File: src/adcc_pkg.sv
// Package for the converter control block: register map, field layout, reset values, codes.
// Assumes a 32-bit AXI4-Lite register bus and one 10 MHz system clock.
package adcc_pkg;
  localparam logic [3:0] ADDR_CONV_CONTROL = 4'h0;
  localparam logic [3:0] ADDR_CONV_SETUP = 4'h4;
  localparam logic [3:0] ADDR_ANALOG_PIN_SELECT = 4'h8;
  localparam logic [3:0] ADDR_RESULT = 4'hC;
  localparam int CTL_START = 7;
  localparam int CTL_BUSY = 6;
  localparam int CTL_ENABLE = 5;
  localparam int CTL_ALIGN = 4;
  localparam logic [7:0] RESET_CONV_CONTROL = 8'h00;
  localparam logic [7:0] RESET_CONV_SETUP = 8'h00;
  localparam logic [7:0] RESET_PIN_SELECT = 8'h00;
  localparam logic [1:0] RESP_OKAY = 2'b00;
  localparam logic [1:0] RESP_SLVERR = 2'b10;
  localparam logic [2:0] SRC_BANDGAP = 3'b001;
  localparam logic [2:0] SRC_GND_A = 3'b010;
  localparam logic [2:0] SRC_OVERCURRENT_VOLTAGE_PROTECTION = 3'b011;
  localparam logic [2:0] SRC_GND_B = 3'b100;
  localparam logic [1:0] REF_SUPPLY = 2'b01;
  localparam int RESULT_BITS = 12;

  typedef struct packed {
    logic [3:0] addr;
    logic [31:0] data;
    logic [3:0] strb;
  } adcc_wr_t;

  typedef struct packed {
    logic sel_external;
    logic sel_bandgap;
    logic sel_overcurrent_voltage_protection;
    logic sel_ground;
    logic [7:0] channel_onehot;
    logic ref_from_supply;
  } adcc_route_t;
endpackage : adcc_pkg

File: src/adcc_top.sv
// Converter control block: three control registers, result formatting, input routing,
// conversion clock divider and a start/busy handshake with the analog core.
// Assumes the analog core pulses i_core_done with i_core_result when a conversion ends.
//
// Function
// A start bit pulse 0 then 1 then 0 launches one conversion.
// Busy flag sets when a conversion starts and clears on completion.
// Align 0: result[11:4] high byte, result[3:0] in low byte upper nibble.
// Align 1: result[11:8] high byte low nibble, result[7:0] low byte.
// Result bits without conversion data read as zero.
// Result registers stay unchanged while the converter is disabled.
// Channel codes 0000-0111 route input n; top bit set selects none.
// Source codes 000 and 101-111 use the selected external channel.
// Source code 001 connects the internal bandgap reference.
// Source codes 010 and 100 tie the converter input to ground.
// Source code 011 connects the protection amplifier output.
// Software sets channel top bit whenever an internal source is chosen.
// Reference code 01 selects supply; 00 and 1x select the reference pin.
// With supply reference, software must not enable the reference pin function.
// Software sets the pin function select before using the reference pin.
// Clock divider codes give 1,2,4,8,16,32,32,128 of the system clock.
// Software keeps the conversion clock between 500 kHz and 1 MHz.
// Each pin enable bit set makes its pin an analog input.
// Six-channel variant keeps pin enables six and seven at zero.
// Enable low powers down, ignores starts, holds busy at zero.
// Completion loads the result and pulses a one-cycle completion event.
//
// Register access over AXI4-Lite and the placing of the registers were left to the implementer.
`timescale 1ns/100ps
`default_nettype none
module adcc_top
  import adcc_pkg::*;
(
  input wire logic i_mclk,
  input wire logic i_sys_rst,
  input wire logic [31:0] i_s_axi_awaddr,
  input wire logic i_s_axi_awvalid,
  output logic o_s_axi_awready,
  input wire logic [31:0] i_s_axi_wdata,
  input wire logic [3:0] i_s_axi_wstrb,
  input wire logic i_s_axi_wvalid,
  output logic o_s_axi_wready,
  output logic [1:0] o_s_axi_bresp,
  output logic o_s_axi_bvalid,
  input wire logic i_s_axi_bready,
  input wire logic [31:0] i_s_axi_araddr,
  input wire logic i_s_axi_arvalid,
  output logic o_s_axi_arready,
  output logic [31:0] o_s_axi_rdata,
  output logic [1:0] o_s_axi_rresp,
  output logic o_s_axi_rvalid,
  input wire logic i_s_axi_rready,
  input wire logic i_core_done,
  input wire logic [RESULT_BITS-1:0] i_core_result,
  output logic o_core_start,
  output logic o_core_power_down,
  output logic o_conv_clk_en,
  output adcc_pkg::adcc_route_t o_route,
  output logic [7:0] o_analog_pin_enables,
  output logic o_conv_done
);
  import adcc_pkg::*;

  ////////////////////////////////////////////////////////////////////////////
  // Helpers
  function automatic logic [7:0] divisor_mask(input logic [2:0] code);
    // Code 110 divides by 32 like 101, as the register description prints it
    case (code)
      3'b000: divisor_mask = 8'h00;
      3'b001: divisor_mask = 8'h01;
      3'b010: divisor_mask = 8'h03;
      3'b011: divisor_mask = 8'h07;
      3'b100: divisor_mask = 8'h0F;
      3'b101: divisor_mask = 8'h1F;
      3'b110: divisor_mask = 8'h1F;
      default: divisor_mask = 8'h7F;
    endcase
  endfunction : divisor_mask

  ////////////////////////////////////////////////////////////////////////////
  // Registers
  logic start_bit;
  logic busy;
  logic converter_enable;
  logic result_align_select;
  logic [3:0] external_channel_select;
  logic [7:0] conversion_setup;
  logic [7:0] analog_pin_select;
  logic [RESULT_BITS-1:0] result;
  logic [7:0] div_count;
  logic done_q;

  wire [2:0] input_source_select = conversion_setup[7:5];
  wire [1:0] reference_source_select = conversion_setup[4:3];
  wire [2:0] conv_clock_divider_select = conversion_setup[2:0];
  wire [7:0] conversion_control = {start_bit, busy, converter_enable, result_align_select,
                                   external_channel_select};

  ////////////////////////////////////////////////////////////////////////////
  // AXI4-Lite write path: address and data taken in either order
  logic aw_held;
  logic w_held;
  logic [3:0] aw_addr;
  logic [31:0] w_data;
  logic [3:0] w_strb;
  logic bvalid;
  logic [1:0] bresp;

  wire aw_take = i_s_axi_awvalid && o_s_axi_awready;
  wire w_take = i_s_axi_wvalid && o_s_axi_wready;
  assign o_s_axi_awready = !aw_held && !bvalid;
  assign o_s_axi_wready = !w_held && !bvalid;
  wire have_aw = aw_held || aw_take;
  wire have_w = w_held || w_take;
  wire wr_fire = have_aw && have_w && !bvalid;
  wire [3:0] wr_addr = aw_held ? aw_addr : i_s_axi_awaddr[3:0];
  wire [31:0] wr_data = w_held ? w_data : i_s_axi_wdata;
  wire [3:0] wr_strb = w_held ? w_strb : i_s_axi_wstrb;
  wire wr_lane0 = wr_fire && wr_strb[0];
  wire wr_ctl = wr_lane0 && (wr_addr == ADDR_CONV_CONTROL);
  wire wr_setup = wr_lane0 && (wr_addr == ADDR_CONV_SETUP);
  wire wr_pins = wr_lane0 && (wr_addr == ADDR_ANALOG_PIN_SELECT);
  wire wr_known = (wr_addr == ADDR_CONV_CONTROL) || (wr_addr == ADDR_CONV_SETUP)
                  || (wr_addr == ADDR_ANALOG_PIN_SELECT) || (wr_addr == ADDR_RESULT);

  always_ff @(posedge i_mclk or posedge i_sys_rst)
  begin
    if (i_sys_rst)
    begin
      aw_held <= 1'b0;
      w_held <= 1'b0;
      aw_addr <= 4'h0;
      w_data <= 32'h0000_0000;
      w_strb <= 4'h0;
      bvalid <= 1'b0;
      bresp <= RESP_OKAY;
    end
    else
    begin
      if (aw_take && !wr_fire)
      begin
        aw_held <= 1'b1;
        aw_addr <= i_s_axi_awaddr[3:0];
      end
      if (w_take && !wr_fire)
      begin
        w_held <= 1'b1;
        w_data <= i_s_axi_wdata;
        w_strb <= i_s_axi_wstrb;
      end
      if (wr_fire)
      begin
        aw_held <= 1'b0;
        w_held <= 1'b0;
        bvalid <= 1'b1;
        bresp <= wr_known ? RESP_OKAY : RESP_SLVERR;
      end
      else if (bvalid && i_s_axi_bready)
        bvalid <= 1'b0;
    end
  end
  assign o_s_axi_bvalid = bvalid;
  assign o_s_axi_bresp = bresp;

  ////////////////////////////////////////////////////////////////////////////
  // Control registers and conversion sequencing
  // A start is the falling edge of the start bit, so a written 1 then 0 runs once
  wire next_start_bit = wr_ctl ? wr_data[CTL_START] : start_bit;
  wire start_fall = start_bit && !next_start_bit;
  wire launch = start_fall && converter_enable && !busy;

  always_ff @(posedge i_mclk or posedge i_sys_rst)
  begin
    if (i_sys_rst)
    begin
      start_bit <= RESET_CONV_CONTROL[CTL_START];
      converter_enable <= RESET_CONV_CONTROL[CTL_ENABLE];
      result_align_select <= RESET_CONV_CONTROL[CTL_ALIGN];
      external_channel_select <= RESET_CONV_CONTROL[3:0];
      conversion_setup <= RESET_CONV_SETUP;
      analog_pin_select <= RESET_PIN_SELECT;
    end
    else
    begin
      start_bit <= next_start_bit;
      if (wr_ctl)
      begin
        converter_enable <= wr_data[CTL_ENABLE];
        result_align_select <= wr_data[CTL_ALIGN];
        external_channel_select <= wr_data[3:0];
      end
      if (wr_setup)
        conversion_setup <= wr_data[7:0];
      if (wr_pins)
        analog_pin_select <= wr_data[7:0];
    end
  end

  // Completion wins over nothing else: busy only clears on done or on disable
  always_ff @(posedge i_mclk or posedge i_sys_rst)
  begin
    if (i_sys_rst)
    begin
      busy <= 1'b0;
      result <= '0;
      done_q <= 1'b0;
    end
    else
    begin
      done_q <= 1'b0;
      if (!converter_enable)
        busy <= 1'b0;
      else if (launch)
        busy <= 1'b1;
      else if (busy && i_core_done)
      begin
        busy <= 1'b0;
        result <= i_core_result;
        done_q <= 1'b1;
      end
    end
  end

  assign o_core_start = launch;
  assign o_core_power_down = !converter_enable;
  assign o_conv_done = done_q;

  ////////////////////////////////////////////////////////////////////////////
  // Conversion clock divider
  wire [7:0] div_mask = divisor_mask(conv_clock_divider_select);
  always_ff @(posedge i_mclk or posedge i_sys_rst)
  begin
    if (i_sys_rst)
      div_count <= 8'h00;
    else if (!converter_enable || div_count >= div_mask)
      div_count <= 8'h00;
    else
      div_count <= div_count + 8'h01;
  end
  // Enable pulse, one system cycle per conversion clock period
  assign o_conv_clk_en = converter_enable && (div_count >= div_mask);

  ////////////////////////////////////////////////////////////////////////////
  // Input and reference routing, pin enables
  // Internal source with a low channel code would join signals; left to software
  wire src_external = !(input_source_select inside {SRC_BANDGAP, SRC_GND_A, SRC_OVERCURRENT_VOLTAGE_PROTECTION, SRC_GND_B});
  assign o_route.sel_external = src_external;
  assign o_route.sel_bandgap = (input_source_select == SRC_BANDGAP);
  assign o_route.sel_overcurrent_voltage_protection = (input_source_select == SRC_OVERCURRENT_VOLTAGE_PROTECTION);
  assign o_route.sel_ground = (input_source_select == SRC_GND_A)
                              || (input_source_select == SRC_GND_B);
  // Channel switch follows the code alone, so an internal source needs code 1xxx
  assign o_route.channel_onehot = external_channel_select[3] ? 8'h00
                                  : (8'h01 << external_channel_select[2:0]);
  assign o_route.ref_from_supply = (reference_source_select == REF_SUPPLY);
  assign o_analog_pin_enables = analog_pin_select;

  ////////////////////////////////////////////////////////////////////////////
  // AXI4-Lite read path
  logic rvalid;
  logic [31:0] rdata;
  logic [1:0] rresp;
  wire rd_take = i_s_axi_arvalid && o_s_axi_arready;
  wire [3:0] rd_addr = i_s_axi_araddr[3:0];
  wire [15:0] result_view = result_align_select
                            ? {4'h0, result}
                            : {result, 4'h0};
  assign o_s_axi_arready = !rvalid;

  always_ff @(posedge i_mclk or posedge i_sys_rst)
  begin
    if (i_sys_rst)
    begin
      rvalid <= 1'b0;
      rdata <= 32'h0000_0000;
      rresp <= RESP_OKAY;
    end
    else if (rd_take)
    begin
      rvalid <= 1'b1;
      rresp <= RESP_OKAY;
      case (rd_addr)
        ADDR_CONV_CONTROL: rdata <= {24'h00_0000, conversion_control};
        ADDR_CONV_SETUP: rdata <= {24'h00_0000, conversion_setup};
        ADDR_ANALOG_PIN_SELECT: rdata <= {24'h00_0000, analog_pin_select};
        ADDR_RESULT: rdata <= {16'h0000, result_view};
        default:
        begin
          rdata <= 32'h0000_0000;
          rresp <= RESP_SLVERR;
        end
      endcase
    end
    else if (rvalid && i_s_axi_rready)
      rvalid <= 1'b0;
  end
  assign o_s_axi_rvalid = rvalid;
  assign o_s_axi_rdata = rdata;
  assign o_s_axi_rresp = rresp;
endmodule : adcc_top
`default_nettype wire

File: config.mk
export PLATFORM = sky130hd
export DESIGN_NAME = adcc_top
export DESIGN_NICKNAME = d
export VERILOG_FILES = /design/src/adcc_pkg.sv /design/src/adcc_top.sv
export SDC_FILE = /design/constraint.sdc
export NUM_CORES = 1
export LEC_CHECK = 0
export BUFFER_PORTS_ARGS = -buffer_cell sky130_fd_sc_hd__buf_4
export CELL_PAD_IN_SITES_DETAIL_PLACEMENT = 1
export CELL_PAD_IN_SITES_GLOBAL_PLACEMENT = 1
export CORE_MARGIN = 2
export CORE_UTILIZATION = 38
export DETAILED_ROUTE_END_ITERATION = 8
export PLACE_DENSITY_LB_ADDON = 0.1
export SLEW_MARGIN = 10
export SYNTH_ARGS = -nofsm -noshare
export SYNTH_HDL_FRONTEND = slang
export SYNTH_SLANG_ARGS = --single-unit
File: constraint.sdc
create_clock -name i_mclk -period 5.8 [get_ports i_mclk]
set_input_delay 0.29 -clock i_mclk [delete_from_list [all_inputs] [get_ports i_mclk]]
set_output_delay 0.29 -clock i_mclk [all_outputs]
set_load 0.05 [all_outputs]
Word-level counts from Yosys, hierarchy flattened:

Index checks and enable logic that the tools add are counted.

* flip-flop bits (word level): 98
* bits of input ports: 120
* output and inout bits: 66
* logic and storage cells: 114

* add/sub/neg operators: 1
* $lt $le $gt $ge: 1
* equality and inequality tests: 18
* shifts and indexed selects: 1
* mux-type cells: 25
* bitwise gates (word level): 1
* reductions and logical operators: 47

Operators by type and width (count)
* $pmux W16 S4: 1
* $pmux W7 S6: 1
* $mux W8: 3
* $logic_and A1 B1 Y1: 20
* $eq A4 B4 Y1 const B: 4
* $mux W1: 16
* $mux W16: 1
* $eq A3 B2 Y1 const B: 4
* $eq A3 B3 Y1 const B: 4
* $logic_not A1 Y1: 9
* $add A8 B1 Y8 const B: 1
* $eq A4 B3 Y1 const B: 2
* $ge A8 B8 Y1: 1
* $logic_not A4 Y1: 2
* $reduce_bool A2 Y1: 4
* $shl A1 B3 Y8 const A: 1
* $logic_or A1 B1 Y1: 7
* $eq A3 B1 Y1 const B: 2
* $mux W2: 2
* $mux W4: 1
* $reduce_bool A4 Y1: 1
* $reduce_or A4 Y1: 1
* $logic_not A3 Y1: 1
* $ne A3 B2 Y1 const B: 1
* other kinds (4): 4

Depth between registers and ports, before layout:

Gate-level depths: netlist of run 1.

* depth after elaboration: 15
* mapped depth: 6
* gate-level depth less buffers: 6

Worst setup path before layout of run 1:

Ideal clock, no wire load.

* path kind: register -> register
* start: reg bvalid (netlist: o_s_axi_bvalid)
* end: reg w_data[0]
* setup time: 125 ps
* data arrival time: 2220 ps
* data required time: 5675 ps
* path slack: 3455 ps
* cell stages (with the launch flop): 4
* path buffers: 0
* clock period less this slack: 2345 ps
* path through: dfrtp_1 -> nor2_1 -> nand3_1 -> mux2_2

* longest elaborated chain between the ends: 8
* elaborated cells between the ends (all ways): 11
* classes of those cells: 11 x reduce/logical

Ends and longest elaborated chain
* start: declaration: line adcc_top.sv:106 `logic bvalid;`
* start signal: assignment: line adcc_top.sv:135 `bvalid <= 1'b0;`
* start signal: assignment: line adcc_top.sv:155 `bvalid <= 1'b1;`
* start signal: assignment: line adcc_top.sv:159 `bvalid <= 1'b0;`
* $logic_not A1 Y1 (*): line adcc_top.sv:112 `assign o_s_axi_wready = !w_held && !bvalid;`
* $logic_and A1 B1 Y1 (*): line adcc_top.sv:112
* net o_s_axi_wready: line adcc_top.sv:42 `output logic o_s_axi_wready,`
* $logic_and A1 B1 Y1 (*): line adcc_top.sv:110 `wire w_take = i_s_axi_wvalid && o_s_axi_wready;`
* $logic_or A1 B1 Y1: line adcc_top.sv:114 `wire have_w = w_held || w_take;`
* $logic_and A1 B1 Y1 (2 in series): line adcc_top.sv:115 `wire wr_fire = have_aw && have_w && !bvalid;`
* $logic_not A1 Y1: line adcc_top.sv:145 `if (w_take && !wr_fire)`
* $logic_and A1 B1 Y1 (*): line adcc_top.sv:145
* end signal: assignment: line adcc_top.sv:148 `w_data <= i_s_axi_wdata;`
* end: declaration: line adcc_top.sv:104 `logic [31:0] w_data;`

The timed path passes the listed nets; every way through them passes the cells marked *.
A chain may end at the register's enable or synchronous reset.

Worst setup path in the final report of run 1:

* start: reg aw_held
* end: out o_core_start

* longest elaborated chain between the ends: 13
* elaborated cells between the ends (all ways): 15
* classes of those cells: 2 x mux; 13 x reduce/logical

Ends and longest elaborated chain
* start: declaration: line adcc_top.sv:101 `logic aw_held;`
* start signal: assignment: line adcc_top.sv:130 `aw_held <= 1'b0;`
* start signal: assignment: line adcc_top.sv:142 `aw_held <= 1'b1;`
* start signal: assignment: line adcc_top.sv:153 `aw_held <= 1'b0;`
* $logic_not A1 Y1: line adcc_top.sv:111 `assign o_s_axi_awready = !aw_held && !bvalid;`
* $logic_and A1 B1 Y1: line adcc_top.sv:111
* $logic_and A1 B1 Y1: line adcc_top.sv:109 `wire aw_take = i_s_axi_awvalid && o_s_axi_awready;`
* $logic_or A1 B1 Y1: line adcc_top.sv:113 `wire have_aw = aw_held || aw_take;`
* $logic_and A1 B1 Y1 (2 in series): line adcc_top.sv:115
* $logic_and A1 B1 Y1: line adcc_top.sv:119 `wire wr_lane0 = wr_fire && wr_strb[0];`
* $logic_and A1 B1 Y1 (*): line adcc_top.sv:120 `wire wr_ctl = wr_lane0 && (wr_addr == ADDR_CONV_CONTROL);`
* $mux W1 (*): line adcc_top.sv:168 `wire next_start_bit = wr_ctl ? wr_data[CTL_START] : start_bit;`
* $logic_not A1 Y1 (*): line adcc_top.sv:169 `wire start_fall = start_bit && !next_start_bit;`
* $logic_and A1 B1 Y1 (*): line adcc_top.sv:169
* $logic_and A1 B1 Y1 (*) (2 in series): line adcc_top.sv:170 `wire launch = start_fall && converter_enable && !busy;`
* end: declaration: line adcc_top.sv:55 `output logic o_core_start,`

Mark *: on every way between the ends. The rest lies on a longest branch, timed or not.

==> summary by stage, run 1 <==
Worst setup path
The critical-path maximum fanout is 12. For flop-to-flop paths, the worst setup slack is 3.43 ns. The critical path launch point type is a register. The capturing element type of the critical path is an output port.

At the worst endpoint, the arrival time is 2.62 ns. Data on the critical path is required at its endpoint by 5.51 ns. The critical path is of the reg2out type.

Pwr
The share of total power dissipated in the clock network is 17.4%. The fraction of power spent switching nets is 44.0%. Per report_power, the sequential group accounts for 38.7% of the total. The logic gate share of total power is 43.9%. Power spread over the standard cell area amounts to 465 nW/µm².

The total internal power is 1280 µW. For this design the static power due to leakage is 0.00234 µW. VDD sags by at most 0.286 mV. For this design the total switching power over the nets is 1000 µW.

Yosys
The number of storage elements in the synthesis netlist is 80. By area the synthesized netlist is led by sky130_fd_sc_hd__dfrtp_1 (50%), sky130_fd_sc_hd__mux2_2 (17%), sky130_fd_sc_hd__buf_4 (3.5%). Yosys mapped a number of flops with a built-in enable equal to 0. The number of warnings printed during yosys synthesis is 0. The proportion of synthesized flip-flops having asynchronous set or reset is 100%. Among all flip-flop cells after synthesis, the most frequent one is sky130_fd_sc_hd__dfrtp_1. Summed over its instances, the top area cell type makes up 49.7% of the synthesized netlist area.

The sequential element share of the synthesized area is 49.7%. By count the netlist is led by sky130_fd_sc_hd__dfrtp_1 (80), sky130_fd_sc_hd__mux2_2 (59), sky130_fd_sc_hd__nor2_1 (32), sky130_fd_sc_hd__nand2_1 (24), sky130_fd_sc_hd__buf_4 (19). In the post-synthesis netlist, the cell with the most instances is sky130_fd_sc_hd__dfrtp_1. A synthesized cell averages 11.5 µm². The post-synthesis cell area is 4030 µm². The library cell occupying the most area in the post-synthesis netlist is sky130_fd_sc_hd__dfrtp_1. Counting distinct cell types in the post-synthesis netlist gives 48. The post-synthesis cell count is 351.

Global route
The total overflow left after global routing is 0. Global routing used 17.2% of the available tracks across all layers. The global-route wire length before repair is 15.3 mm. The number of global-route vias before repair is 2962. Entering global routing, the biggest net connects 81 pins.

The number of antenna violations at the first check in global routing is 0.

STA
The max-slew headroom at the worst pin is 31.9%. The final critical-path required period is 2.91 ns. The sum of negative setup slack is 0 ns. The clock tree skew after final layout is 0.00890 ns. For this run, the top clock speed supported by timing is 344 MHz. Setup repair after global routing left no endpoint under its margin. At the pin with the least slew margin, the transition time is 1.02 ns. The final period utilization is 50.1%. The final count of hold timing violations was 0. Setup violations remaining at the end of the flow were counted as 0. The final count of pins violating max slew came to 0.

Clocking
Hold repair after CTS inserted 0 buffers. After clock tree synthesis, the clock-pin slew on the worst setup and hold paths is 0.08 ns. The clock tree from TritonCTS is built. Counting the buffers created by CTS gives 9.

The H-tree was split into 3 levels. Gates resized during post-CTS repair numbered 0. The clock drives 80 sinks. The worst-skew pair later-pin latency is 0.36 ns. The tree is rooted in a sky130_fd_sc_hd__clkbuf_8. The clock passes through at most 2 buffers.

After clock tree synthesis, the setup repair step added 0 buffers.

Cells and area
The area growth from synthesis to layout is 21.7%. The count of nets after finishing is 563. The count of filler cells inserted in the layout is 1150. The end-of-flow core utilization is 47.5%. 0 antenna diodes ended up in the layout. The ratio of cells with drive above 1 in the final layout is 38.7%. The final cell count without fillers is 575.

Die
The I/O pin count is 186. The horizontal die dimension is 107 µm. The die covers 11400 µm².

The area of the placeable core is 10300 µm². For this configuration, the core starts out at a cell density of 39.0%. From bottom edge to top edge, the die measures 107 µm.

The initialized floorplan defines 37 standard-cell rows.

Worst hold path
The min-delay analysis places its worst path in the category in2reg.

Run status
The flow ran to the end, and the final reports show no timing, DRC or antenna violations.

Routing
The via count is 2866. The via-per-instance ratio is 4.98. The DRC violation count after routing is 0.

The number of routed nets with antenna violations is 0. For this block, the initial DRC count from the detailed router was 89. The wire length reported by the detailed router is 9.16 mm.

The total iterations of the first detailed-routing run is 4. The routed length per placed instance is 15.9 µm.

Placement
The detailed-placement wirelength estimate is 6.82 mm. The weighted congestion at the end of routability-driven global placement is 0.773. In this run the tool buffered the top-level ports with 84 buffer cells. The number of placed instances with taps included is 560.

Flow run
The tool flagged a number of max-cap violations equal to 0.
==> routing by layer <==
metal	part of all wire, %	routed length [µm]	global-route usage (%)	vias up
li1	-	-	-	1362
met1	46	4210	23.1	1426
met2	48	4430	27.8	67
met3	4.5	416	4.01	11
met4	1.1	97	5.29	0
met5	0	0	0	-
==> area by class of cell <==
type | instances | area (µm²) | area share (%)
clock buffers | 9 | 124 | 2.53
clock inverters | 6 | 61.3 | 1.25
inverters | 10 | 38.8 | 0.792
multi-input cells | 248 | 1860 | 37.9
flip-flops and latches | 80 | 2000 | 40.9
well taps | 136 | 170 | 3.47
repair buffers | 86 | 646 | 13.2
==> worst paths after layout <==
check | end | cells past startpoint | from
setup reg to reg | converter_enable$_DFFE_PP0N_ | 4 | aw_held$_DFFE_PP0P_
hold / removal | o_s_axi_bvalid$_DFFE_PP0P_ | 2 | i_s_axi_bready
max in group asynchronous | conversion_setup[2]$_DFFE_PP0P_ | 3 | i_sys_rst
setup / recovery | o_core_start | 5 | aw_held$_DFFE_PP0P_
hold reg to reg | o_s_axi_rdata[12]$_DFFE_PP0P_ | 2 | o_s_axi_rdata[12]$_DFFE_PP0P_
min in group asynchronous | div_count[2]$_DFF_PP0_ | 3 | i_sys_rst
==> kinds of logic (layout without fill, tap and decap cells) <==
kind of cell	Yosys count	after routing	share of synthesized area [%]
XOR/XNOR	7	7	1.52
AO/OA/AOI/OAI	47	47	8.17
adder cells (fa/ha/maj)	8	8	2.49
multiplexers	70	70	20.2
flip-flops	80	80	49.7
buffers and inverters	40	111	5.72
AND/OR/NAND/NOR	98	98	12.1
other	1	18	0.0931
==> worst max-delay path, cell delays in order, from the launching register on <==
cell	delay, ns
sky130_fd_sc_hd__dfrtp_1	0.56
sky130_fd_sc_hd__or3b_1	0.45
sky130_fd_sc_hd__a2111oi_4	0.40
sky130_fd_sc_hd__and3_1	0.46
sky130_fd_sc_hd__and2_1	0.19
sky130_fd_sc_hd__buf_4	0.19
==> registers in the layout, summed over array words and instances (netlist names) <==
| signal | flops |
|---|---|
| aw_addr | 4 |
| aw_held | 1 |
| busy | 1 |
| conversion_setup | 8 |
| converter_enable | 1 |
| div_count | 8 |
| external_channel_select | 4 |
| o_analog_pin_enables | 8 |
| o_conv_done | 1 |
| o_s_axi_bresp | 1 |
| o_s_axi_bvalid | 1 |
| o_s_axi_rdata | 16 |
| o_s_axi_rresp | 1 |
| o_s_axi_rvalid | 1 |
| result | 12 |
| result_align_select | 1 |
| start_bit | 1 |
| w_data | 8 |
| w_held | 1 |
| w_strb | 1 |
==> placed cells by master, fill, tap and decap left out, types with 2 or more instances in the layout <==
cell and count:
sky130_fd_sc_hd__and3_1 4, sky130_fd_sc_hd__clkinv_2 4, sky130_fd_sc_hd__o21a_1 2, sky130_fd_sc_hd__nand3_1 7
sky130_fd_sc_hd__mux4_2 3, sky130_fd_sc_hd__nor3_1 6, sky130_fd_sc_hd__o32ai_1 2, sky130_fd_sc_hd__xnor2_1 4
sky130_fd_sc_hd__ha_1 8, sky130_fd_sc_hd__mux2_2 59, sky130_fd_sc_hd__nand2_1 24, sky130_fd_sc_hd__nor2b_1 4
sky130_fd_sc_hd__conb_1 18, sky130_fd_sc_hd__a21oi_1 12, sky130_fd_sc_hd__nand3_2 2, sky130_fd_sc_hd__nand2b_1 8
sky130_fd_sc_hd__dfrtp_1 80, sky130_fd_sc_hd__o21ai_0 10, sky130_fd_sc_hd__a22o_1 3, sky130_fd_sc_hd__xor2_1 3
sky130_fd_sc_hd__nor2_1 32, sky130_fd_sc_hd__mux2i_1 8, sky130_fd_sc_hd__o31ai_1 4, sky130_fd_sc_hd__inv_1 9
sky130_fd_sc_hd__a211oi_1 6, sky130_fd_sc_hd__clkbuf_8 9, sky130_fd_sc_hd__buf_4 86
==> through the flow <==
| step | total power, µW | hold WS, ns | cell area (µm²) | worst slack (ns) |
|---|---|---|---|---|
| global placement | 1870 | 0.462 | 4710 | 3.26 |
| finish | 2280 | 0.0986 | 4900 | 2.89 |
| global route | 2420 | 0.0882 | 4900 | 2.71 |
| detailed placement | 1900 | 0.470 | 4710 | 3.23 |
| CTS | 2310 | 0.0778 | 4900 | 2.83 |
| floorplan | 1610 | 0.375 | 4090 | 3.46 |
==> power by group through the flow <==
stage	clock network [µW]	registers, µW	logic, µW
2_1_floorplan	0	958	652
3_3_place_gp	0	884	989
3_5_place_dp	0	895	1010
4_1_cts	414	884	1010
5_1_grt	432	915	1070
6_report	396	882	1000
Note: power is estimated with default switching activity, not from simulation.
==> inputs of run 2 (changes only) <==
CORE_UTILIZATION = 35   (was 38)
clock period = 3 ns   (was 5.8 ns; I/O delays follow)
==> summary by stage, run 2 (synthesis gave the netlist of run 1 again) <==
Clocking
The sink count of the clock tree is 80 (unchanged). The maximum clock insertion buffer count is 2 (unchanged). The count of instances resized after the clock tree is built came to 0 (unchanged). The clock slew at the register clock pins of the worst setup and hold paths was 0.06 ns (-0.02 ns). The worst-skew pair later-pin latency was 0.34 ns (-0.02 ns).

The TritonCTS buffer count was 9 (unchanged). Clock tree synthesis selected as its root buffer the cell sky130_fd_sc_hd__clkbuf_16. The number of levels in the clock H-tree is 3 (unchanged).

The clock tree from TritonCTS is built.

Cells and area
The library cells used most frequently in the layout, excluding fill and tap cells, are sky130_fd_sc_hd__buf_4 (87), sky130_fd_sc_hd__dfrtp_1 (80), sky130_fd_sc_hd__mux2_2 (59). The sequential standard cell area is 2000 µm² (unchanged). The end-of-flow core utilization was 45.1% (-2.4 points). The library cell used most frequently in the layout, excluding fill and tap cells, is sky130_fd_sc_hd__buf_4. The area used by multi-input combinational logic is 1860 µm² (unchanged). The ratio of cells with drive above 1 in the final layout is 39.0% (+0.24 points). The area growth from synthesis to layout is 26.7%. The count of filler cells inserted in the layout is 1272 (+11%). The flip-flop count of the largest register after layout came to 16 (unchanged). The final cell count without fillers came to 587 (+2.1%). The number of diodes came to 0 (unchanged). The count of nets after finishing is 567 (+0.71%).

Die
The area of the placeable core is 11300 µm² (+9.7%). The overall die height is 111 µm (+4.0%). The number of rows created at floorplan is 39 (+5.4%). The starting utilization of the core area is 35.6% (-3.4 points). The floorplan die area is 12400 µm² (+8.2%). The I/O pin count is 186 (unchanged). The horizontal die dimension came to 111 µm (+4.0%).

Worst setup path
The critical path data required time came to 2.85 ns (-2.66 ns). The start-to-end type of the worst setup path is reg2out. The critical-path maximum fanout is 9 (-3).

The worst reg2reg path startpoint is aw_held$_DFFE_PP0P_. The critical path arrival is 2.46 ns (-0.16 ns). The critical path launch point type is a register. The worst setup path is captured at an output port. In this run the worst setup path begins at aw_held$_DFFE_PP0P_.

Routing
The number of routed nets with antenna violations is 0 (unchanged). The via-per-instance ratio came to 4.92 (-1.2%). The wire length reported by the detailed router was 9.60 mm (+4.9%). The number of violations reported at the end of detailed-routing iteration 0 is 71 (-20%). The routed length per placed instance is 16.4 µm (+2.7%).

The total iterations of the first detailed-routing run was 6 (+2). The DRC violation count after routing is 0 (unchanged). The via count is 2890 (+0.84%).

Pwr
The static power due to leakage is 0.00243 µW (+3.9%). The logic gate share of total power was 41.0% (-2.9 points). The proportion of power drawn by the clock network came to 24.7% (+7.3 points). The fraction of power spent switching nets is 41.1% (-2.9 points). The register share of total power is 34.3% (-4.4 points).

The net switching component of the power is 2000 µW (+100%). The worst supply voltage drop on vdd is 0.511 mV (+79%). The total internal power came to 2870 µW (+120%). The total power after layout is 4870 µW (+110%).

The total power divided by cell area was 955 nW/µm² (+110%).

STA
The final count of hold timing violations is 0 (unchanged). The sum of negative setup slack is 0 ns (unchanged). Counting I/O delays and the setup requirement, the final critical path takes 2.61 ns. The final count of pins violating max slew is 0 (unchanged). The max-slew headroom at the worst pin is 54.9% (+23 points).

The clock tree skew after final layout is 0.00788 ns (-0.00102 ns). The final period utilization is 86.9%. Derived from the worst setup path, the maximum achievable clock frequency is 384 MHz. The count of endpoints failing setup in the final report is 0 (unchanged). The transition at the pin with the smallest max-transition slack is 0.675 ns (-0.347 ns). The least setup slack across all paths after layout was 0.393 ns (-2.50 ns). Setup repair after global routing left no endpoint under its margin.

Placement
The number of placed instances with taps included is 569 (+1.6%). The detailed-placement wirelength estimate is 7.06 mm (+3.5%). The placement-stage worst setup slack is 0.742 ns (-2.49 ns). The weighted congestion at the end of routability-driven global placement is 0.765 (-0.98%).

The count of buffers inserted at the top-level ports is 84 (unchanged).

Global route
The leftover overflow at the end of global routing is 0 (unchanged). The number of global-route vias before repair is 3038 (+2.6%). The number of antenna violations at the first check in global routing is 0 (unchanged).

The global-route wire length before repair is 16.1 mm (+5.0%). The global-route total usage across every layer came to 16.4% (-0.83 points). The largest net degree at the start of global routing is 72 (-11%).

Worst hold path
The hold path startpoint is i_s_axi_rready. The worst hold-check path type is in2reg.

Flow run
The number of max-cap violations is 0 (unchanged).

Run status
The run finished with clean final reports.
==> run 2: cell types whose count changed in the layout (fill, tap and decap cells not counted), sizes merged <==
cell         delta
clkbuf          +1
bufinv          +1
dlygate4sd3     +2
clkinvlp        -1
inv             +1
clkinv          -1
buf             +2
==> run 2: final cells by class <==
cell class	count	share of cell area [%]
clock buffers	10	4.68
clock inverters	6	1.79
inverters	10	0.760
multi-input cells	248	36.4
flip-flops and latches	80	39.2
well taps	143	3.51
repair buffers	90	13.6
==> run 2: power groups by stage <==
stage	sequential [µW]	clock, µW	combinational, µW
6_report	1670	1200	2000
5_1_grt	1730	1290	2150
4_1_cts	1680	1230	2020
3_5_place_dp	1690	0	2010
3_3_place_gp	1680	0	1980
2_1_floorplan	1850	0	1260
==> run 2: path summary, 6_finish.rpt <==
check | cells past startpoint | slack (ns) | end
worst max-delay path | 5 | 0.39 | o_core_start
worst min-delay path | 2 | 0.007 | o_s_axi_rvalid$_DFFE_PP0P_
worst max register to register | 4 | 0.78 | result_align_select$_DFFE_PP0N_
worst min register to register | 2 | 0.48 | o_s_axi_rdata[10]$_DFFE_PP0P_
max in group asynchronous | 4 | 2.09 | conversion_setup[0]$_DFFE_PP0P_
min in group asynchronous | 3 | 0.28 | div_count[4]$_DFF_PP0_
==> run 2: layer usage <==
layer / track usage, % / part of all wire [%]
met2: 26.2 / 47
met4: 6.50 / 1.9
met3: 3.28 / 4.2
met5: 0 / 0
met1: 21.9 / 46
==> run 2: timing repair <==
action,CTS,global route
hold buffers,2,0
setup buffers,0,0
endpoints found under the hold margin,10,0
==> run 2: per-stage QoR <==
| stage | hold slack, ns | cell area [µm²] |
|---|---|---|
| 2_1_floorplan | 0.235 | 4090 |
| 3_3_place_gp | 0.0673 | 4750 |
| 3_5_place_dp | 0.0762 | 4750 |
| 4_1_cts | 0.00311 | 5100 |
| 5_1_grt | 0.00584 | 5100 |
| 6_report | 0.00689 | 5100 |
==> run 2: worst max-delay path, stage by stage (launching register included) <==
cell	delay [ns]
sky130_fd_sc_hd__dfrtp_1	0.39
sky130_fd_sc_hd__or3_4	0.41
sky130_fd_sc_hd__a2111oi_4	0.43
sky130_fd_sc_hd__and3_1	0.48
sky130_fd_sc_hd__and2_1	0.21
sky130_fd_sc_hd__buf_4	0.20
